**src/ibsm_pkg.sv**
```systemverilog
// Purpose: constants shared by the batch request monitor block
// Assumes: 32-bit register bus, byte addresses, one word per register
// Notes:   request vector layout is the order in which inputs are packed
package ibsm_pkg;

  // bus geometry
  localparam int unsigned IBSM_ADDR_W  = 8;
  localparam int unsigned IBSM_DATA_W  = 32;
  localparam int unsigned IBSM_BE_W    = 4;

  // register byte offsets
  localparam logic [7:0]  IBSM_OFS_CLK    = 8'h00;  // clock_source_request_monitor
  localparam logic [7:0]  IBSM_OFS_CONV0  = 8'h04;  // converter0_request_monitor
  localparam logic [7:0]  IBSM_OFS_CONV1  = 8'h08;  // converter1_request_monitor
  localparam logic [7:0]  IBSM_OFS_DISP   = 8'h0C;  // display_converter2_request_monitor
  localparam logic [7:0]  IBSM_OFS_FRT    = 8'h10;  // freerun_timer_request_monitor
  localparam logic [7:0]  IBSM_OFS_ICU    = 8'h14;  // input_capture_request_monitor
  localparam logic [7:0]  IBSM_OFS_DMA    = 8'h18;  // dma_request_select
  localparam logic [7:0]  IBSM_OFS_STAT   = 8'h1C;  // event status, write one to clear
  localparam logic [7:0]  IBSM_OFS_MASK   = 8'h20;  // event mask

  // monitor field widths
  localparam int unsigned IBSM_CLK_W   = 6;
  localparam int unsigned IBSM_CONV_W  = 4;
  localparam int unsigned IBSM_DISP_W  = 5;
  localparam int unsigned IBSM_FRT_W   = 18;
  localparam int unsigned IBSM_ICU_W   = 12;
  localparam int unsigned IBSM_FRTF_W  = 6;   // one free-run timer unit field
  localparam int unsigned IBSM_ICUF_W  = 4;   // one input-capture unit field
  localparam int unsigned IBSM_DMA_W   = 3;   // one select bit per converter unit
  localparam int unsigned IBSM_EVT_W   = 6;   // one event per merged vector

  // clock source bit positions
  localparam int unsigned IBSM_BIT_RTC  = 5;
  localparam int unsigned IBSM_BIT_WC   = 4;
  localparam int unsigned IBSM_BIT_UPLL = 3;
  localparam int unsigned IBSM_BIT_MPLL = 2;
  localparam int unsigned IBSM_BIT_SOSC = 1;
  localparam int unsigned IBSM_BIT_MOSC = 0;
  localparam int unsigned IBSM_BIT_LCD  = 4;  // in the display/converter2 monitor

  // packed raw request vector layout
  localparam int unsigned IBSM_RAW_CLK   = 0;
  localparam int unsigned IBSM_RAW_CONV0 = 6;
  localparam int unsigned IBSM_RAW_CONV1 = 10;
  localparam int unsigned IBSM_RAW_CONV2 = 14;
  localparam int unsigned IBSM_RAW_LCD   = 18;
  localparam int unsigned IBSM_RAW_FRT   = 19;
  localparam int unsigned IBSM_RAW_ICU   = 37;
  localparam int unsigned IBSM_RAW_W     = 49;

  // event bit per merged vector (40 to 45)
  localparam int unsigned IBSM_EVT_CLK   = 0;
  localparam int unsigned IBSM_EVT_CONV0 = 1;
  localparam int unsigned IBSM_EVT_CONV1 = 2;
  localparam int unsigned IBSM_EVT_DISP  = 3;
  localparam int unsigned IBSM_EVT_FRT   = 4;
  localparam int unsigned IBSM_EVT_ICU   = 5;

  // reset values
  localparam logic [31:0] IBSM_ZERO_WORD = 32'h0000_0000;

endpackage : ibsm_pkg

```
**src/ibsm_sync.sv**
```systemverilog
// Purpose: two flip-flop synchroniser for a vector of request levels
// Assumes: each bit is an independent level; no bus coherency needed
// Notes:   first stage is read only by the second stage
`timescale 1ns/1ps
module ibsm_sync
  #(parameter int unsigned WIDTH = 8)
  (
  // clock and reset
  input  wire logic             clk_sys_i,
  input  wire logic             reset_i,
  // levels in and out
  input  wire logic [WIDTH-1:0] async_i,
  output logic      [WIDTH-1:0] sync_o
  );

  // both stages held in one state word
  typedef struct packed {
    logic [WIDTH-1:0] meta;    // may go metastable
    logic [WIDTH-1:0] stable;  // safe to use
  } ibsm_sync_s;

  ibsm_sync_s st_ff;     // registered state
  ibsm_sync_s nxt_st;    // next state

  // shift the levels one stage per clock
  always_comb begin
    nxt_st        = st_ff;
    nxt_st.meta   = async_i;
    nxt_st.stable = st_ff.meta;
  end

  // register the state
  always_ff @(posedge clk_sys_i or posedge reset_i) begin
    if (reset_i) begin
      st_ff <= '0;
    end else begin
      st_ff <= nxt_st;
    end
  end

  assign sync_o = st_ff.stable;

endmodule : ibsm_sync

```
**src/ibsm_top.sv**
```systemverilog
// Purpose: batch monitor of interrupt requests merged onto vectors 40 to 45
// Assumes: Avalon-MM slave with waitrequest, byte address, 125 MHz clock
// Notes:   request levels are synchronised, then sampled into monitors
//
// Notes on behaviour
// - clock monitor is vector 40, bits 31:6 zero
// - bit 5 shows real-time clock request
// - bit 4 shows watch counter request
// - bit 3 shows usb pll stable request
// - bit 2 shows main pll stable request
// - bit 1 shows sub oscillator stable request
// - bit 0 shows main oscillator stable request
// - converter0 monitor shows unit 0, vector 41
// - converter1 monitor shows unit 1, vector 42
// - converter bits: compare, overrun, scan, priority
// - dma-routed converter reads zero in monitor
// - reserved bits always read zero
// - display monitor bit 4 shows lcd request
// - display monitor bits 3:0 show converter 2
// - free-run monitor holds three 6-bit unit fields
// - field upper three zero, lower three peak
// - capture monitor holds three 4-bit unit fields
// - field bit n is capture channel n
//
// Implementation choices: the placing of the registers and the Avalon-MM slave port.
`timescale 1ns/1ps
module ibsm_top
  import ibsm_pkg::*;
  (
  // clock and reset
  input  wire logic                   clk_sys_i,
  input  wire logic                   reset_i,
  // avalon-mm slave
  input  wire logic [IBSM_ADDR_W-1:0] avs_address_i,
  input  wire logic                   avs_read_i,
  input  wire logic                   avs_write_i,
  input  wire logic [IBSM_DATA_W-1:0] avs_writedata_i,
  input  wire logic [IBSM_BE_W-1:0]   avs_byteenable_i,
  output logic      [IBSM_DATA_W-1:0] avs_readdata_o,
  output logic                        avs_waitrequest_o,
  // interrupt output
  output logic                        irq_o,
  // clock source requests
  input  wire logic                   realtime_clock_request_i,
  input  wire logic                   watch_counter_request_i,
  input  wire logic                   usb_pll_stable_request_i,
  input  wire logic                   main_pll_stable_request_i,
  input  wire logic                   sub_osc_stable_request_i,
  input  wire logic                   main_osc_stable_request_i,
  // converter and display requests
  input  wire logic [IBSM_CONV_W-1:0] converter0_request_field_i,
  input  wire logic [IBSM_CONV_W-1:0] converter1_request_field_i,
  input  wire logic [IBSM_CONV_W-1:0] converter2_request_field_i,
  input  wire logic                   display_controller_request_i,
  // free-run timer requests, per unit {zero ch2..0, peak ch2..0}
  input  wire logic [IBSM_FRTF_W-1:0] timer_unit0_freerun_field_i,
  input  wire logic [IBSM_FRTF_W-1:0] timer_unit1_freerun_field_i,
  input  wire logic [IBSM_FRTF_W-1:0] timer_unit2_freerun_field_i,
  // input capture requests, per unit channel 3..0
  input  wire logic [IBSM_ICUF_W-1:0] timer_unit0_capture_field_i,
  input  wire logic [IBSM_ICUF_W-1:0] timer_unit1_capture_field_i,
  input  wire logic [IBSM_ICUF_W-1:0] timer_unit2_capture_field_i
  );

  // whole block state in one word
  typedef struct packed {
    logic                   busy;       // waitrequest level, high when idle
    logic [IBSM_DATA_W-1:0] rdata;      // read data returned to master
    logic [IBSM_CLK_W-1:0]  mon_clk;    // clock source monitor
    logic [IBSM_CONV_W-1:0] mon_conv0;  // converter unit 0 monitor
    logic [IBSM_CONV_W-1:0] mon_conv1;  // converter unit 1 monitor
    logic [IBSM_DISP_W-1:0] mon_disp;   // lcd plus converter unit 2
    logic [IBSM_FRT_W-1:0]  mon_frt;    // free-run timer monitor
    logic [IBSM_ICU_W-1:0]  mon_icu;    // input capture monitor
    logic [IBSM_EVT_W-1:0]  vec_prev;   // merged vector levels, last cycle
    logic [IBSM_DMA_W-1:0]  dma_sel;    // converter routed to dma
    logic [IBSM_EVT_W-1:0]  evt_status; // sticky vector rise events
    logic [IBSM_EVT_W-1:0]  evt_mask;   // event enables
    logic                   irq;        // registered interrupt level
  } ibsm_state_s;

  ibsm_state_s             st_ff;      // registered state
  ibsm_state_s             nxt_st;     // next state
  logic [IBSM_RAW_W-1:0]   raw_req;    // packed request levels
  logic [IBSM_RAW_W-1:0]   sync_req;   // same, after synchroniser
  logic                    bus_req;    // any request on the bus
  logic                    bus_accept; // first cycle of a request
  logic                    bus_done;   // completing edge of a request
  logic                    wr_lane0;   // write reaching the low byte
  logic [IBSM_EVT_W-1:0]   vec_now;    // merged vector levels now
  logic [IBSM_EVT_W-1:0]   vec_rise;   // vector level went high
  logic [IBSM_EVT_W-1:0]   evt_clear;  // write-one-to-clear bits
  logic [IBSM_DATA_W-1:0]  rd_mux;     // read data selected by address

  // pack every request line in a fixed order
  assign raw_req = {timer_unit2_capture_field_i,
                    timer_unit1_capture_field_i,
                    timer_unit0_capture_field_i,
                    timer_unit2_freerun_field_i,
                    timer_unit1_freerun_field_i,
                    timer_unit0_freerun_field_i,
                    display_controller_request_i,
                    converter2_request_field_i,
                    converter1_request_field_i,
                    converter0_request_field_i,
                    realtime_clock_request_i,
                    watch_counter_request_i,
                    usb_pll_stable_request_i,
                    main_pll_stable_request_i,
                    sub_osc_stable_request_i,
                    main_osc_stable_request_i};

  // requests come from other blocks; synchronise before any use
  ibsm_sync #(
    .WIDTH     (IBSM_RAW_W)
  ) u_req_sync (
    .clk_sys_i (clk_sys_i),
    .reset_i   (reset_i),
    .async_i   (raw_req),
    .sync_o    (sync_req)
  );

  // read mux; anything not decoded reads as zero
  always_comb begin
    rd_mux = IBSM_ZERO_WORD;
    case (avs_address_i)
      IBSM_OFS_CLK: begin
        rd_mux[IBSM_CLK_W-1:0] = st_ff.mon_clk;
      end
      IBSM_OFS_CONV0: begin
        rd_mux[IBSM_CONV_W-1:0] = st_ff.mon_conv0;
      end
      IBSM_OFS_CONV1: begin
        rd_mux[IBSM_CONV_W-1:0] = st_ff.mon_conv1;
      end
      IBSM_OFS_DISP: begin
        rd_mux[IBSM_DISP_W-1:0] = st_ff.mon_disp;
      end
      IBSM_OFS_FRT: begin
        rd_mux[IBSM_FRT_W-1:0] = st_ff.mon_frt;
      end
      IBSM_OFS_ICU: begin
        rd_mux[IBSM_ICU_W-1:0] = st_ff.mon_icu;
      end
      IBSM_OFS_DMA: begin
        rd_mux[IBSM_DMA_W-1:0] = st_ff.dma_sel;
      end
      IBSM_OFS_STAT: begin
        rd_mux[IBSM_EVT_W-1:0] = st_ff.evt_status;
      end
      IBSM_OFS_MASK: begin
        rd_mux[IBSM_EVT_W-1:0] = st_ff.evt_mask;
      end
      default: begin
        rd_mux = IBSM_ZERO_WORD;
      end
    endcase
  end

  // bus handshake terms
  assign bus_req    = avs_read_i | avs_write_i;
  assign bus_accept = bus_req & st_ff.busy;
  assign bus_done   = bus_req & ~st_ff.busy;
  assign wr_lane0   = bus_done & avs_write_i & avs_byteenable_i[0];

  // merged vector levels, taken from the monitors themselves
  assign vec_now = {|st_ff.mon_icu, |st_ff.mon_frt, |st_ff.mon_disp,
                    |st_ff.mon_conv1, |st_ff.mon_conv0, |st_ff.mon_clk};
  assign vec_rise = vec_now & ~st_ff.vec_prev;

  // status clear only on the completing edge of a write
  assign evt_clear = (wr_lane0 && avs_address_i == IBSM_OFS_STAT) ?
                     avs_writedata_i[IBSM_EVT_W-1:0] : '0;

  // next state
  always_comb begin
    nxt_st = st_ff;
    // monitors follow the synchronised levels every cycle; reads never
    // touch the sources, so a read has no side effect on them
    nxt_st.mon_clk = sync_req[IBSM_RAW_CLK +: IBSM_CLK_W];
    // dma-routed units are forced to zero here, not at the source
    nxt_st.mon_conv0 = sync_req[IBSM_RAW_CONV0 +: IBSM_CONV_W]
                       & ~{IBSM_CONV_W{st_ff.dma_sel[0]}};
    nxt_st.mon_conv1 = sync_req[IBSM_RAW_CONV1 +: IBSM_CONV_W]
                       & ~{IBSM_CONV_W{st_ff.dma_sel[1]}};
    nxt_st.mon_disp[IBSM_CONV_W-1:0] = sync_req[IBSM_RAW_CONV2 +: IBSM_CONV_W]
                       & ~{IBSM_CONV_W{st_ff.dma_sel[2]}};
    nxt_st.mon_disp[IBSM_BIT_LCD] = sync_req[IBSM_RAW_LCD];
    nxt_st.mon_frt = sync_req[IBSM_RAW_FRT +: IBSM_FRT_W];
    nxt_st.mon_icu = sync_req[IBSM_RAW_ICU +: IBSM_ICU_W];
    nxt_st.vec_prev = vec_now;
    // one wait cycle per access, then waitrequest low for one edge
    if (bus_accept) begin
      nxt_st.busy = 1'b0;
      if (avs_read_i) begin
        nxt_st.rdata = rd_mux;
      end else begin
        nxt_st.rdata = IBSM_ZERO_WORD;
      end
    end else if (bus_done) begin
      nxt_st.busy = 1'b1;
    end
    // writes act only on control registers; monitor writes dropped
    if (wr_lane0) begin
      case (avs_address_i)
        IBSM_OFS_DMA: begin
          nxt_st.dma_sel = avs_writedata_i[IBSM_DMA_W-1:0];
        end
        IBSM_OFS_MASK: begin
          nxt_st.evt_mask = avs_writedata_i[IBSM_EVT_W-1:0];
        end
        default: begin
          nxt_st.dma_sel = st_ff.dma_sel;
        end
      endcase
    end
    // a rise in the clearing cycle survives: set beats clear
    nxt_st.evt_status = (st_ff.evt_status & ~evt_clear) | vec_rise;
    nxt_st.irq = |(nxt_st.evt_status & nxt_st.evt_mask);
  end

  // register the state; waitrequest idles high
  always_ff @(posedge clk_sys_i or posedge reset_i) begin
    if (reset_i) begin
      st_ff      <= '0;
      st_ff.busy <= 1'b1;
    end else begin
      st_ff <= nxt_st;
    end
  end

  // outputs straight from flops
  assign avs_readdata_o    = st_ff.rdata;
  assign avs_waitrequest_o = st_ff.busy;
  assign irq_o             = st_ff.irq;

  // ------------------------------------------------------------------
  // checks
  // ------------------------------------------------------------------

  // edges since reset release, saturating at the pipeline depth
  logic [1:0] age_ff;     // helper for the checks only

  always_ff @(posedge clk_sys_i or posedge reset_i) begin
    if (reset_i) begin
      age_ff <= 2'h0;
    end else if (age_ff != 2'h3) begin
      age_ff <= age_ff + 2'h1;
    end
  end
endmodule : ibsm_top
```
**config.mk**
```make
export PLATFORM = sky130hd
export DESIGN_NAME = ibsm_top
export DESIGN_NICKNAME = d
export VERILOG_FILES = /design/src/ibsm_pkg.sv /design/src/ibsm_sync.sv /design/src/ibsm_top.sv
export SDC_FILE = /design/constraint.sdc
export NUM_CORES = 1
export LEC_CHECK = 0
export BUFFER_PORTS_ARGS = -buffer_cell sky130_fd_sc_hd__buf_2
export CAP_MARGIN = 10
export CELL_PAD_IN_SITES_DETAIL_PLACEMENT = 1
export CELL_PAD_IN_SITES_GLOBAL_PLACEMENT = 1
export CORE_MARGIN = 2
export CORE_UTILIZATION = 39
export DETAILED_ROUTE_END_ITERATION = 6
export GPL_TIMING_DRIVEN = 0
export PLACE_DENSITY = 0.75
export SKIP_CTS_REPAIR_TIMING = 1
export SYNTH_ARGS = -nofsm -noshare
export SYNTH_HDL_FRONTEND = slang
export SYNTH_SLANG_ARGS = --single-unit
export TNS_END_PERCENT = 100
```
**constraint.sdc**
```tcl
create_clock -name clk_sys_i -period 4.95 [get_ports clk_sys_i]
set_input_delay 0.2475 -clock clk_sys_i [delete_from_list [all_inputs] [get_ports clk_sys_i]]
set_output_delay 0.2475 -clock clk_sys_i [all_outputs]
set_load 0.02 [all_outputs]
```
# After elaboration in Yosys (flattened, before gate mapping)
# Index checks and enable logic that the tools add are counted.
# W data, S select, Z words.
# word_totals
register_bits	202
# classes
muxes	12
eq_ne	8
reduce_logical	11
bitwise	18
# op_table
op	n
$eq A8 B5 Y1 const B	4
$pmux W3 S9	1
$mux W6	4
$and A6 B6 Y6	3
$mux W18	1
$reduce_or A18 Y1	1
$eq A8 B4 Y1 const B	2
$and A4 B4 Y4	3
$not A4 Y4	3
$not A6 Y6	2
$pmux W6 S2	1
$reduce_or A12 Y1	1
$reduce_or A6 Y1	2
$eq A8 B3 Y1 const B	1
$eq A8 B6 Y1 const B	1
$logic_not A8 Y1	1
$pmux W1 S8	1
$reduce_or A4 Y1	2
$or A6 B6 Y6	1
$pmux W1 S6	1
$pmux W1 S5	1
$reduce_or A5 Y1	1
$and A1 B1 Y1	4
$mux W1	2
5 further kinds	5

# Longest topological paths before layout
# Gate-level depths: netlist of run 1.
# logic_depth
ltp_word	11
mapped_depth	7
mapped_depth_nobuf	5

# Hierarchy
# A second synthesis of run 1 with hierarchy kept.
# unflattened
cells_unflattened	399
area_unflattened_um2	6204.7
# by_module_without_submodules
module	instances	seq_area_each_um2	area_per_inst_um2	cells_each
ibsm_top	1	2253.4	3748.6	300
ibsm_sync	1	2452.4	2456.1	99

# Least setup slack after synthesis of run 1
# OpenSTA, ideal clock, no wires.
# synth_path
path_type	input to register
startpoint	input port avs_address_i[3]
endpoint	register st_ff (netlist bit irq_o)
setup_time_ns	0.147
n_path_buf	2
setup_slack_ns	2.937
required_time_ns	4.803
cell_stages	7
arrival_time_ns	1.867
cell_sequence	buf_6 -> or4_1 -> buf_2 -> o31ai_2 -> a22oi_1 -> a2111oi_2 -> o221ai_1
# synth_lines
element	line	text
from (decl)	ibsm_top.sv:34	input wire logic [IBSM_ADDR_W-1:0] avs_address_i,
to (signal assigned)	ibsm_top.sv:228	st_ff <= nxt_st;
to (decl)	ibsm_top.sv:82	ibsm_state_s st_ff;

==> results list, run 1 <==
- Result of the run: finished, final reports clean
- Half-perimeter wire length after detailed placement: roughly 11000 um
- During placement, the flow inserted port buffers numbering 86.
- The congestion estimate from routability-driven global placement came to 0.858.
* Net switching power of the design: approximately 0.75 mW
- Net switching is 23.4% of the power.
- Proportion of synthesized chip area in sequential cells: 74.8%
- The worst path needs 2.46 ns of the cycle, external delays included.
- Leakage Power: 3.75 nW
* Top-count cell post-synth: dfrtp_1
- The routed design has 15200 um of wire.
* Critical Path Source: avs_waitrequest_o
* Post-synth top area share: between 70% and 80%
* Final standard cell utilization of the core: 51.8%
* Number of distinct library cells after synthesis: between 50 and 60
- The mapped netlist covers 6290 um^2.
- Setup Skew: about 0.0085 ns
* Worst path required time: between 5 and 6 ns
* CTS root buf: clkbuf_16
- Cell internal power was estimated by the tool at 2.46 mW.
* I/O Pins: 131
* Slowest-stage cell, CP: o41ai_1
- The initialized floorplan defines 46 standard-cell rows.
- Power Dens Cells: ~390 nW/um^2
* ANT cells: 0
* Fill cells: 1610
* EDFF count, synth: 0
* TritonCTS Buffers: 17
* Startpoint of the most critical hold path: avs_writedata_i[1]
- Cell Chain, Critical Path: clkbuf_1, nand4b_1, o41ai_1, a22oi_1, a2111oi_2, o221ai_1
- Ranked by total cell area, the synthesized netlist is headed by dfrtp_1, buf_4, nand2_1.
- Largest net degree at the start of global routing: 46
* Remaining number of nets flagged by the antenna check after routing: 0
- STA classifies the critical path endpoint as a flip-flop.
* Global-route wire length before repair: 22100 um
- For this run, design rule violations remaining after detail routing come to 0.
* Post-synthesis simple-gate area fraction: 9.11%
- The critical path in this run is classified as flip-flop to flip-flop.
- X dimension of the die: around 130 um
* Highest ir drop seen on vdd: around 0.00026 V
- Normalized max-slew margin: 13.2%
- In the final timing run, aggregate negative setup slack is 0 ns.
- The share of total power dissipated in combinational logic is 7.5%.
- In this run the vertical extent of the chip is 131 um.
- Largest driver fanout on the critical path: 7
* Die Area: 17200 um^2
- Number of global-route vias before repair: 4014
- Later-pin clock latency in the skew report: 0.43 ns
* Number of levels the H-tree was split into: 4
- The tightest min-delay check is of the primary input to flip-flop type.
* First drt pass iteration count: 6
- The initial antenna violation count came to 0.
* Final max-slew violation count: 0
* Total global routing track utilization: 17.9%
- Average instance area after synthesis: 14.7 um^2
- Data on the critical path arrives at its endpoint at roughly 2.7 ns.
* Net total in the final layout: between 600 and 700
- After Yosys synthesis, full adders, half adders and majority gates account for 0% of the synthesized area.
- The tool flagged a number of max-cap violations equal to 0.
* Synth cell count leaders: dfrtp_1, buf_4, nand2_1
- Xor/xnor share of the synthesized area: 0.139%
- Yosys printed 0 warnings.
* Effective utilization at floorplan: 39.7%
- Clock tree from TritonCTS: done
- Critical register-to-register path startpoint: avs_waitrequest_o
- The clock passes through at most 2 buffers.
- Critical Path Max Stage Delay: 0.50 ns
- Compound-cell area share of the yosys netlist: 8.12%
- Worst-path clk slew: 0.07 ns
- Core area: 15800 um^2
- Clock network fraction of design power: between 40% and 50%
- Fraction of final layout cells sized beyond drive strength 1: 27.9%
- DR vias: 3904
- Compared with the post-synthesis result, the final layout area differs by 30.5%.
- Maximum clock frequency: 0.407 GHz
* RSZ-0062 raised after global routing: no
* Share of total power in sequential cells: 51.2%
- Counting both buffers and inverters, the worst setup path holds a total of 1.
* Remaining global-route overflow: 0
- The cell family contributing the most delay on the critical path is compound AO/OA/AOI/OAI gates.
- Mux contribution to synthesized area: 2.35%
- Summed over all instances, the cell type with the most area after synthesis is dfrtp_1.
* Number of vias per cell after detailed routing: 4.71
* Number of failing hold endpoints at the final stage: 0
- Synth async-reset ratio: 100%
- Startpoint class of the critical path: flip-flop
* Main combinational cell family by area after synthesis: simple AND/OR/NAND/NOR gates
- Of the available clock period, the critical path in the final layout requires 49.6%.
* Actual slew at the worst max-slew pin: 1.29 ns
- Count of endpoints failing setup in the final report: 0
- In the synthesized netlist the dominant register cell turns out to be dfrtp_1.
- Post-synthesis sequential element count: 188
* Avg WL per Cell: 18.3 um
* Clock Sinks: 188
- Gate count after technology mapping: 428
- The detailed router finished its first iteration with between 200 and 250 violations.
==> worst paths after layout <==
kind	slack, ns	cells past startpoint	endpoint
worst max-delay path	2.49	6	irq_o
worst min-delay path	0.11	3	st_ff[2]
max in group asynchronous	3.50	5	avs_waitrequest_o
min in group asynchronous	0.49	3	u_req_sync.nxt_st[46]
worst max register to register	2.49	6	irq_o
worst min register to register	0.34	0	u_req_sync.sync_o[17]
==> stage by stage <==
step	setup slack [ns]	hold WS [ns]	instance area, um^2	cells	power, mW
floorplan	2.28	0.279	6340	441	1.78
global placement	1.47	0.331	7040	743	1.86
detailed placement	2.26	0.336	7120	747	1.88
CTS	2.47	-0.0965	7700	778	3.21
global route	2.30	0.112	8200	828	3.34
finish	2.49	0.106	8200	828	3.21
==> state kept, by name (all words and copies together) (netlist names) <==
signal             cells
avs_waitrequest_o      1
irq_o                  1
u_req_sync.nxt_st     49
st_ff                 70
u_req_sync.sync_o     49
avs_readdata_o        18
==> cell type report <==
cell class / count / area [um^2] / area share, %
clock inverter: 10 / 101 / 1.24
tap: 216 / 270 / 3.29
inverter: 13 / 52.6 / 0.641
multi-input combinational: 199 / 1290 / 15.8
sequential: 188 / 4710 / 57.4
timing repair buffer: 140 / 1010 / 12.3
buffer: 41 / 290 / 3.54
clock buffer: 21 / 480 / 5.86
==> power groups by stage <==
stage | clock, mW | sequential, mW | combinational (mW)
global placement | 0 | 1.67 | 0.194
detailed placement | 0 | 1.67 | 0.208
floorplan | 0 | 1.66 | 0.117
finish | 1.33 | 1.64 | 0.240
CTS | 1.35 | 1.64 | 0.210
global route | 1.43 | 1.65 | 0.264
==> layout by cell type, fill, tap and decap left out, types with 6 or more instances in the layout <==
| master | Yosys | routed |
|---|---|---|
| o21ai_0 | 12 | 12 |
| nor3_1 | 8 | 8 |
| a22oi_1 | 11 | 11 |
| mux2i_1 | 8 | 8 |
| a21oi_1 | 6 | 6 |
| nand2_1 | 27 | 27 |
| conb_1 | 1 | 14 |
| dfrtp_1 | 187 | 187 |
| nor2b_1 | 13 | 13 |
| inv_1 | 13 | 12 |
| dlygate4sd3_1 | 0 | 50 |
| nor2_1 | 13 | 13 |
| buf_4 | 32 | 32 |
| clkbuf_1 | 6 | 6 |
| clkbuf_16 | 0 | 17 |
| buf_2 | 1 | 87 |
| a22o_1 | 11 | 11 |
| nor4_1 | 11 | 11 |
==> tightest hold or removal path: stages <==
cell and delay [ns]:
buf_2 0.11, nand4_1 0.08, nand2_1 0.05
==> kinds of logic after synthesis <==
kind of cell           after synthesis
buffers and inverters               54
multiplexers                        13
other                                1
AND/OR/NAND/NOR                    103
AO/OA/AOI/OAI                       68
XOR/XNOR                             1
flip-flops                         188
==> layer usage <==
layer	share of wire, %	global-route usage (%)
met2	53	30.1
met1	43	23.4
met3	3.3	3.95
met5	0	0
met4	1.1	5.19
(Power assumes the default switching activity.)
==> inputs of run 2 (changes only) <==
--- a/config.mk
+++ b/config.mk
@@ -5,6 +5,7 @@
 export SDC_FILE = /design/constraint.sdc
 export NUM_CORES = 1
 export LEC_CHECK = 0
+export ABC_AREA = 1
 export BUFFER_PORTS_ARGS = -buffer_cell sky130_fd_sc_hd__buf_2
 export CAP_MARGIN = 10
 export CELL_PAD_IN_SITES_DETAIL_PLACEMENT = 1
@@ -13,7 +14,7 @@
 export CORE_UTILIZATION = 39
 export DETAILED_ROUTE_END_ITERATION = 6
 export GPL_TIMING_DRIVEN = 0
-export PLACE_DENSITY = 0.75
+export PLACE_DENSITY = 0.76
 export SKIP_CTS_REPAIR_TIMING = 1
 export SYNTH_ARGS = -nofsm -noshare
 export SYNTH_HDL_FRONTEND = slang
==> constraint.sdc (replaced) <==
create_clock -name clk_sys_i -period 2 [get_ports clk_sys_i]
set_input_delay 0.1 -clock clk_sys_i [delete_from_list [all_inputs] [get_ports clk_sys_i]]
set_output_delay 0.1 -clock clk_sys_i [all_outputs]
set_load 0.02 [all_outputs]
==> results list, run 2 <==
* Total global routing track utilization: 16.7% (-1.1 points)
* Cell row count: 46 (unchanged)
- Family of cells with the greatest summed delay on the critical path: flip-flops
* Number of levels the H-tree was split into: 4 (unchanged)
- Setup Skew: 0.00614 ns (-0.00232 ns)
* Maximum clock frequency: 0.600 GHz (+48%)
* Highest routed metal layer: met4
- The tightest min-delay check is of the primary input to flip-flop type.
- Post-synth top area share: 73.0% (-1.4 points)
* Final max-slew violation count: 0 (unchanged)
- Post-synthesis sequential element count: 188 (unchanged)
- The detailed-routing wirelength on met1 came to 6060 um (-6.9%).
* Worst hold-check slack: -0.0112 ns (-0.117 ns)
- The worst setup path is of the flip-flop to flip-flop kind.
- Highest ir drop seen on vdd: 0.000605 V (+140%)
- The largest total area in the synthesized netlist belongs to dfrtp_1.
- Fraction of final layout cells sized beyond drive strength 1: 26.5% (-1.4 points)
* DP Cell Count: 849 (+14%)
* Number of failing hold endpoints at the final stage: 1 (+1)
- The final weighted congestion in routability-driven placement was 0.820 (-4.5%).
- Critical Path Max Stage Delay: 0.60 ns (+0.10 ns)
- The starting density of the core is 40.1% (+0.33 points).
* Worst path required time: 2.36 ns (-2.85 ns)
- The data arrival time of the critical path is 2.03 ns (-0.68 ns).
- Leakage Power: 4.23 nW (+13%)
* Clock Sinks: 188 (unchanged)
- Number of vias per cell after detailed routing: 4.45 (-5.7%)
* Synth async-reset ratio: 100% (unchanged)
- Failing checks: negative hold slack
- Normalized max-slew margin: 54.8% (+42 points)
- Number of global-route vias before repair: 4431 (+10%)
- Remaining global-route overflow: 0 (unchanged)
* Power Dens Cells: 922 nW/um^2 (+140%)
- The count of buffer and inverter cells on the critical path is 3 (+2).
- Average instance area after synthesis: 12.1 um^2 (-18%)
- Clock tree synthesis selected as its root buffer the cell clkbuf_16.
* Number of distinct library cells after synthesis: 27 (-50%)
- The average wire per standard cell was 15.1 um (-18%).
- The register cell area after layout came to 4710 um^2 (unchanged).
* I/O Pins: 131 (unchanged)
- The count of fill cells added during filler insertion is 1754 (+8.9%).
* Kind of end point of the critical path: flip-flop
- DR vias: 4161 (+6.6%)
- # port buffers: 87 (+1.2%)
- The final clock period utilization by the worst path is 83.3% (+34 points).
* Later-pin clock latency in the skew report: 0.43 ns (about the same)
- The die width is 132 um (+0.93%).
* Die Area: 17500 um^2 (+1.9%)
* Count of endpoints failing setup in the final report: 0 (unchanged)
- The number of enable-type register cells in the synthesized netlist came to 0 (unchanged).
- Cell Chain, Critical Path: inv_1, nor2_1, nand2_1, inv_1, buf_4, o21ai_0, nand2_1
- The total chip power came to 7.72 mW (+140%).
* Actual slew at the worst max-slew pin: 0.677 ns (-0.613 ns)
- Core area: 16000 um^2 (+1.1%)
- The register area share after synthesis was 73.4% (-1.4 points).
- The routed length on met3 was 389 um (-23%).
- The area growth from synthesis to layout is 30.6%.
* First drt pass iteration count: 4 (-2)
- Result of the run: finished with violations
* Dominant register cell in the synthesized netlist: dfrtp_1
- Final setup slack of the worst path: 0.335 ns (-2.16 ns)
- Gate count after technology mapping: 529 (+24%)
- The post-synthesis instance area was 6410 um^2 (+1.9%).
* Largest net degree at the start of global routing: 49 (+6.5%)
- The global-route wire length before repair came to 22500 um (+1.6%).
- Startpoint class of the critical path: flip-flop
* Residual DRC count: 0 (unchanged)
- The slowest stage of the critical path belongs to the cell dfstp_2.
- Clock tree buffer depth: 2 (unchanged)
- Final critical path time including I/O delays and setup: 1.67 ns (-0.792 ns)
- After synthesis, the cell types taking the most area are dfrtp_1, nand2_1, buf_4.
- The highest fanout seen on the critical path is 10 (+3).
- Max reg flops: 70 (unchanged)
- Largest Register: st_ff
* Remaining number of nets flagged by the antenna check after routing: 0 (unchanged)
- The area used by multi-input combinational logic is 1280 um^2 (-1.2%).
- Clock tree from TritonCTS: done
- In the post-synthesis netlist, the cell with the most instances is dfrtp_1.
* RSZ-0062 raised after global routing: no
* Synth cell count leaders: dfrtp_1, nand2_1, inv_1, nor2_1, buf_4
- Worst Setup Slack post-DPL: 0.348 ns (-1.92 ns)
- Non-filler cells in the finished layout: 936 (+13%)
- The height of the chip was 132 um (+0.93%).
* Half-perimeter wire length after detailed placement: 10200 um (-5.0%)
* WL final: 14100 um (-7.0%)
- Most common cell after layout, fill and taps aside: dfrtp_1
- The number of warning messages in the yosys log was 0 (unchanged).
* Max Cap Viol: 0 (unchanged)
* Highest-count cells in the layout ignoring fill and taps: dfrtp_1, nand2_1, buf_2, dlygate4sd3_1, nor2_1
- Met2 wire len: 7410 um (-7.4%)
- The total clock buffers created by CTS came to 17 (unchanged).
- Worst-path clk slew: 0.07 ns (about the same)
* ANT cells: 0 (unchanged)
- The initial detailed-routing violation count is 155 (-28%).
- The number of nets at the end of the flow was 805 (+15%).
- Initial antenna violation count: 0 (unchanged)
## run 2: area by class of cell
class,count,share of cell area [%]
flip-flops and latches,188,56.2
multi-input cells,265,15.3
repair buffers,147,12.8
clock buffers,20,5.45
plain buffers,38,3.39
well taps,216,3.23
inverters,51,2.33
clock inverters,11,1.30
## run 2: worst reg2reg max path, cell delays in order (launching register included)
cell and delay (ns):
dfstp_2 0.60, inv_1 0.06, nor2_1 0.19, nand2_1 0.08, inv_1 0.23, buf_4 0.24, o21ai_0 0.12, nand2_1 0.09
## run 2: cells by family (layout without fill, tap and decap cells)
| logic type | Yosys count | count (layout) | share of synthesized area, % |
|---|---|---|---|
| other cells | 1 | 14 | 0.0585 |
| simple gates | 219 | 219 | 15.5 |
| flops | 188 | 188 | 73.4 |
| buf+inv | 89 | 267 | 7.42 |
| mux | 1 | 1 | 0.176 |
| compound gates | 31 | 31 | 3.42 |
## run 2: worst paths after layout
| path | endpoint | from | slack (ns) | cells after the start |
|---|---|---|---|---|
| setup / recovery | avs_readdata_o[5] | avs_waitrequest_o | 0.33 | 7 |
| hold / removal | st_ff[4] | avs_writedata_i[3] | -0.01 | 3 |
| setup reg to reg | avs_readdata_o[5] | avs_waitrequest_o | 0.33 | 7 |
| hold reg to reg | u_req_sync.sync_o[14] | u_req_sync.nxt_st[14] | 0.35 | 0 |
| max in group asynchronous | avs_waitrequest_o | reset_i | 0.72 | 5 |
| min in group asynchronous | st_ff[28] | reset_i | 0.36 | 3 |
## run 2: per-layer routing
metal / vias up / global-route usage (%)
li1: 1963 / -
met1: 2098 / 20.4
met4: 0 / 6.15
met5: - / 0
met3: 21 / 3.92
met2: 79 / 29.2
## run 2: through the flow
stage	instance area [um^2]	util, %	TNS, ns
floorplan	6460	-	-97.18
CTS	7810	48.8	0
global route	8370	52.3	0
global placement	7170	44.8	-250.77
finish	8370	52.3	0
detailed placement	7250	45.3	0
## run 2: power by group
group | switching [mW] | leakage [nW] | internal, mW | total, mW
Combinational | 0.260 | 1.73 | 0.198 | 0.457
Sequential | 0.0742 | 2.22 | 3.97 | 4.04
Clock | 1.42 | 0.283 | 1.80 | 3.22
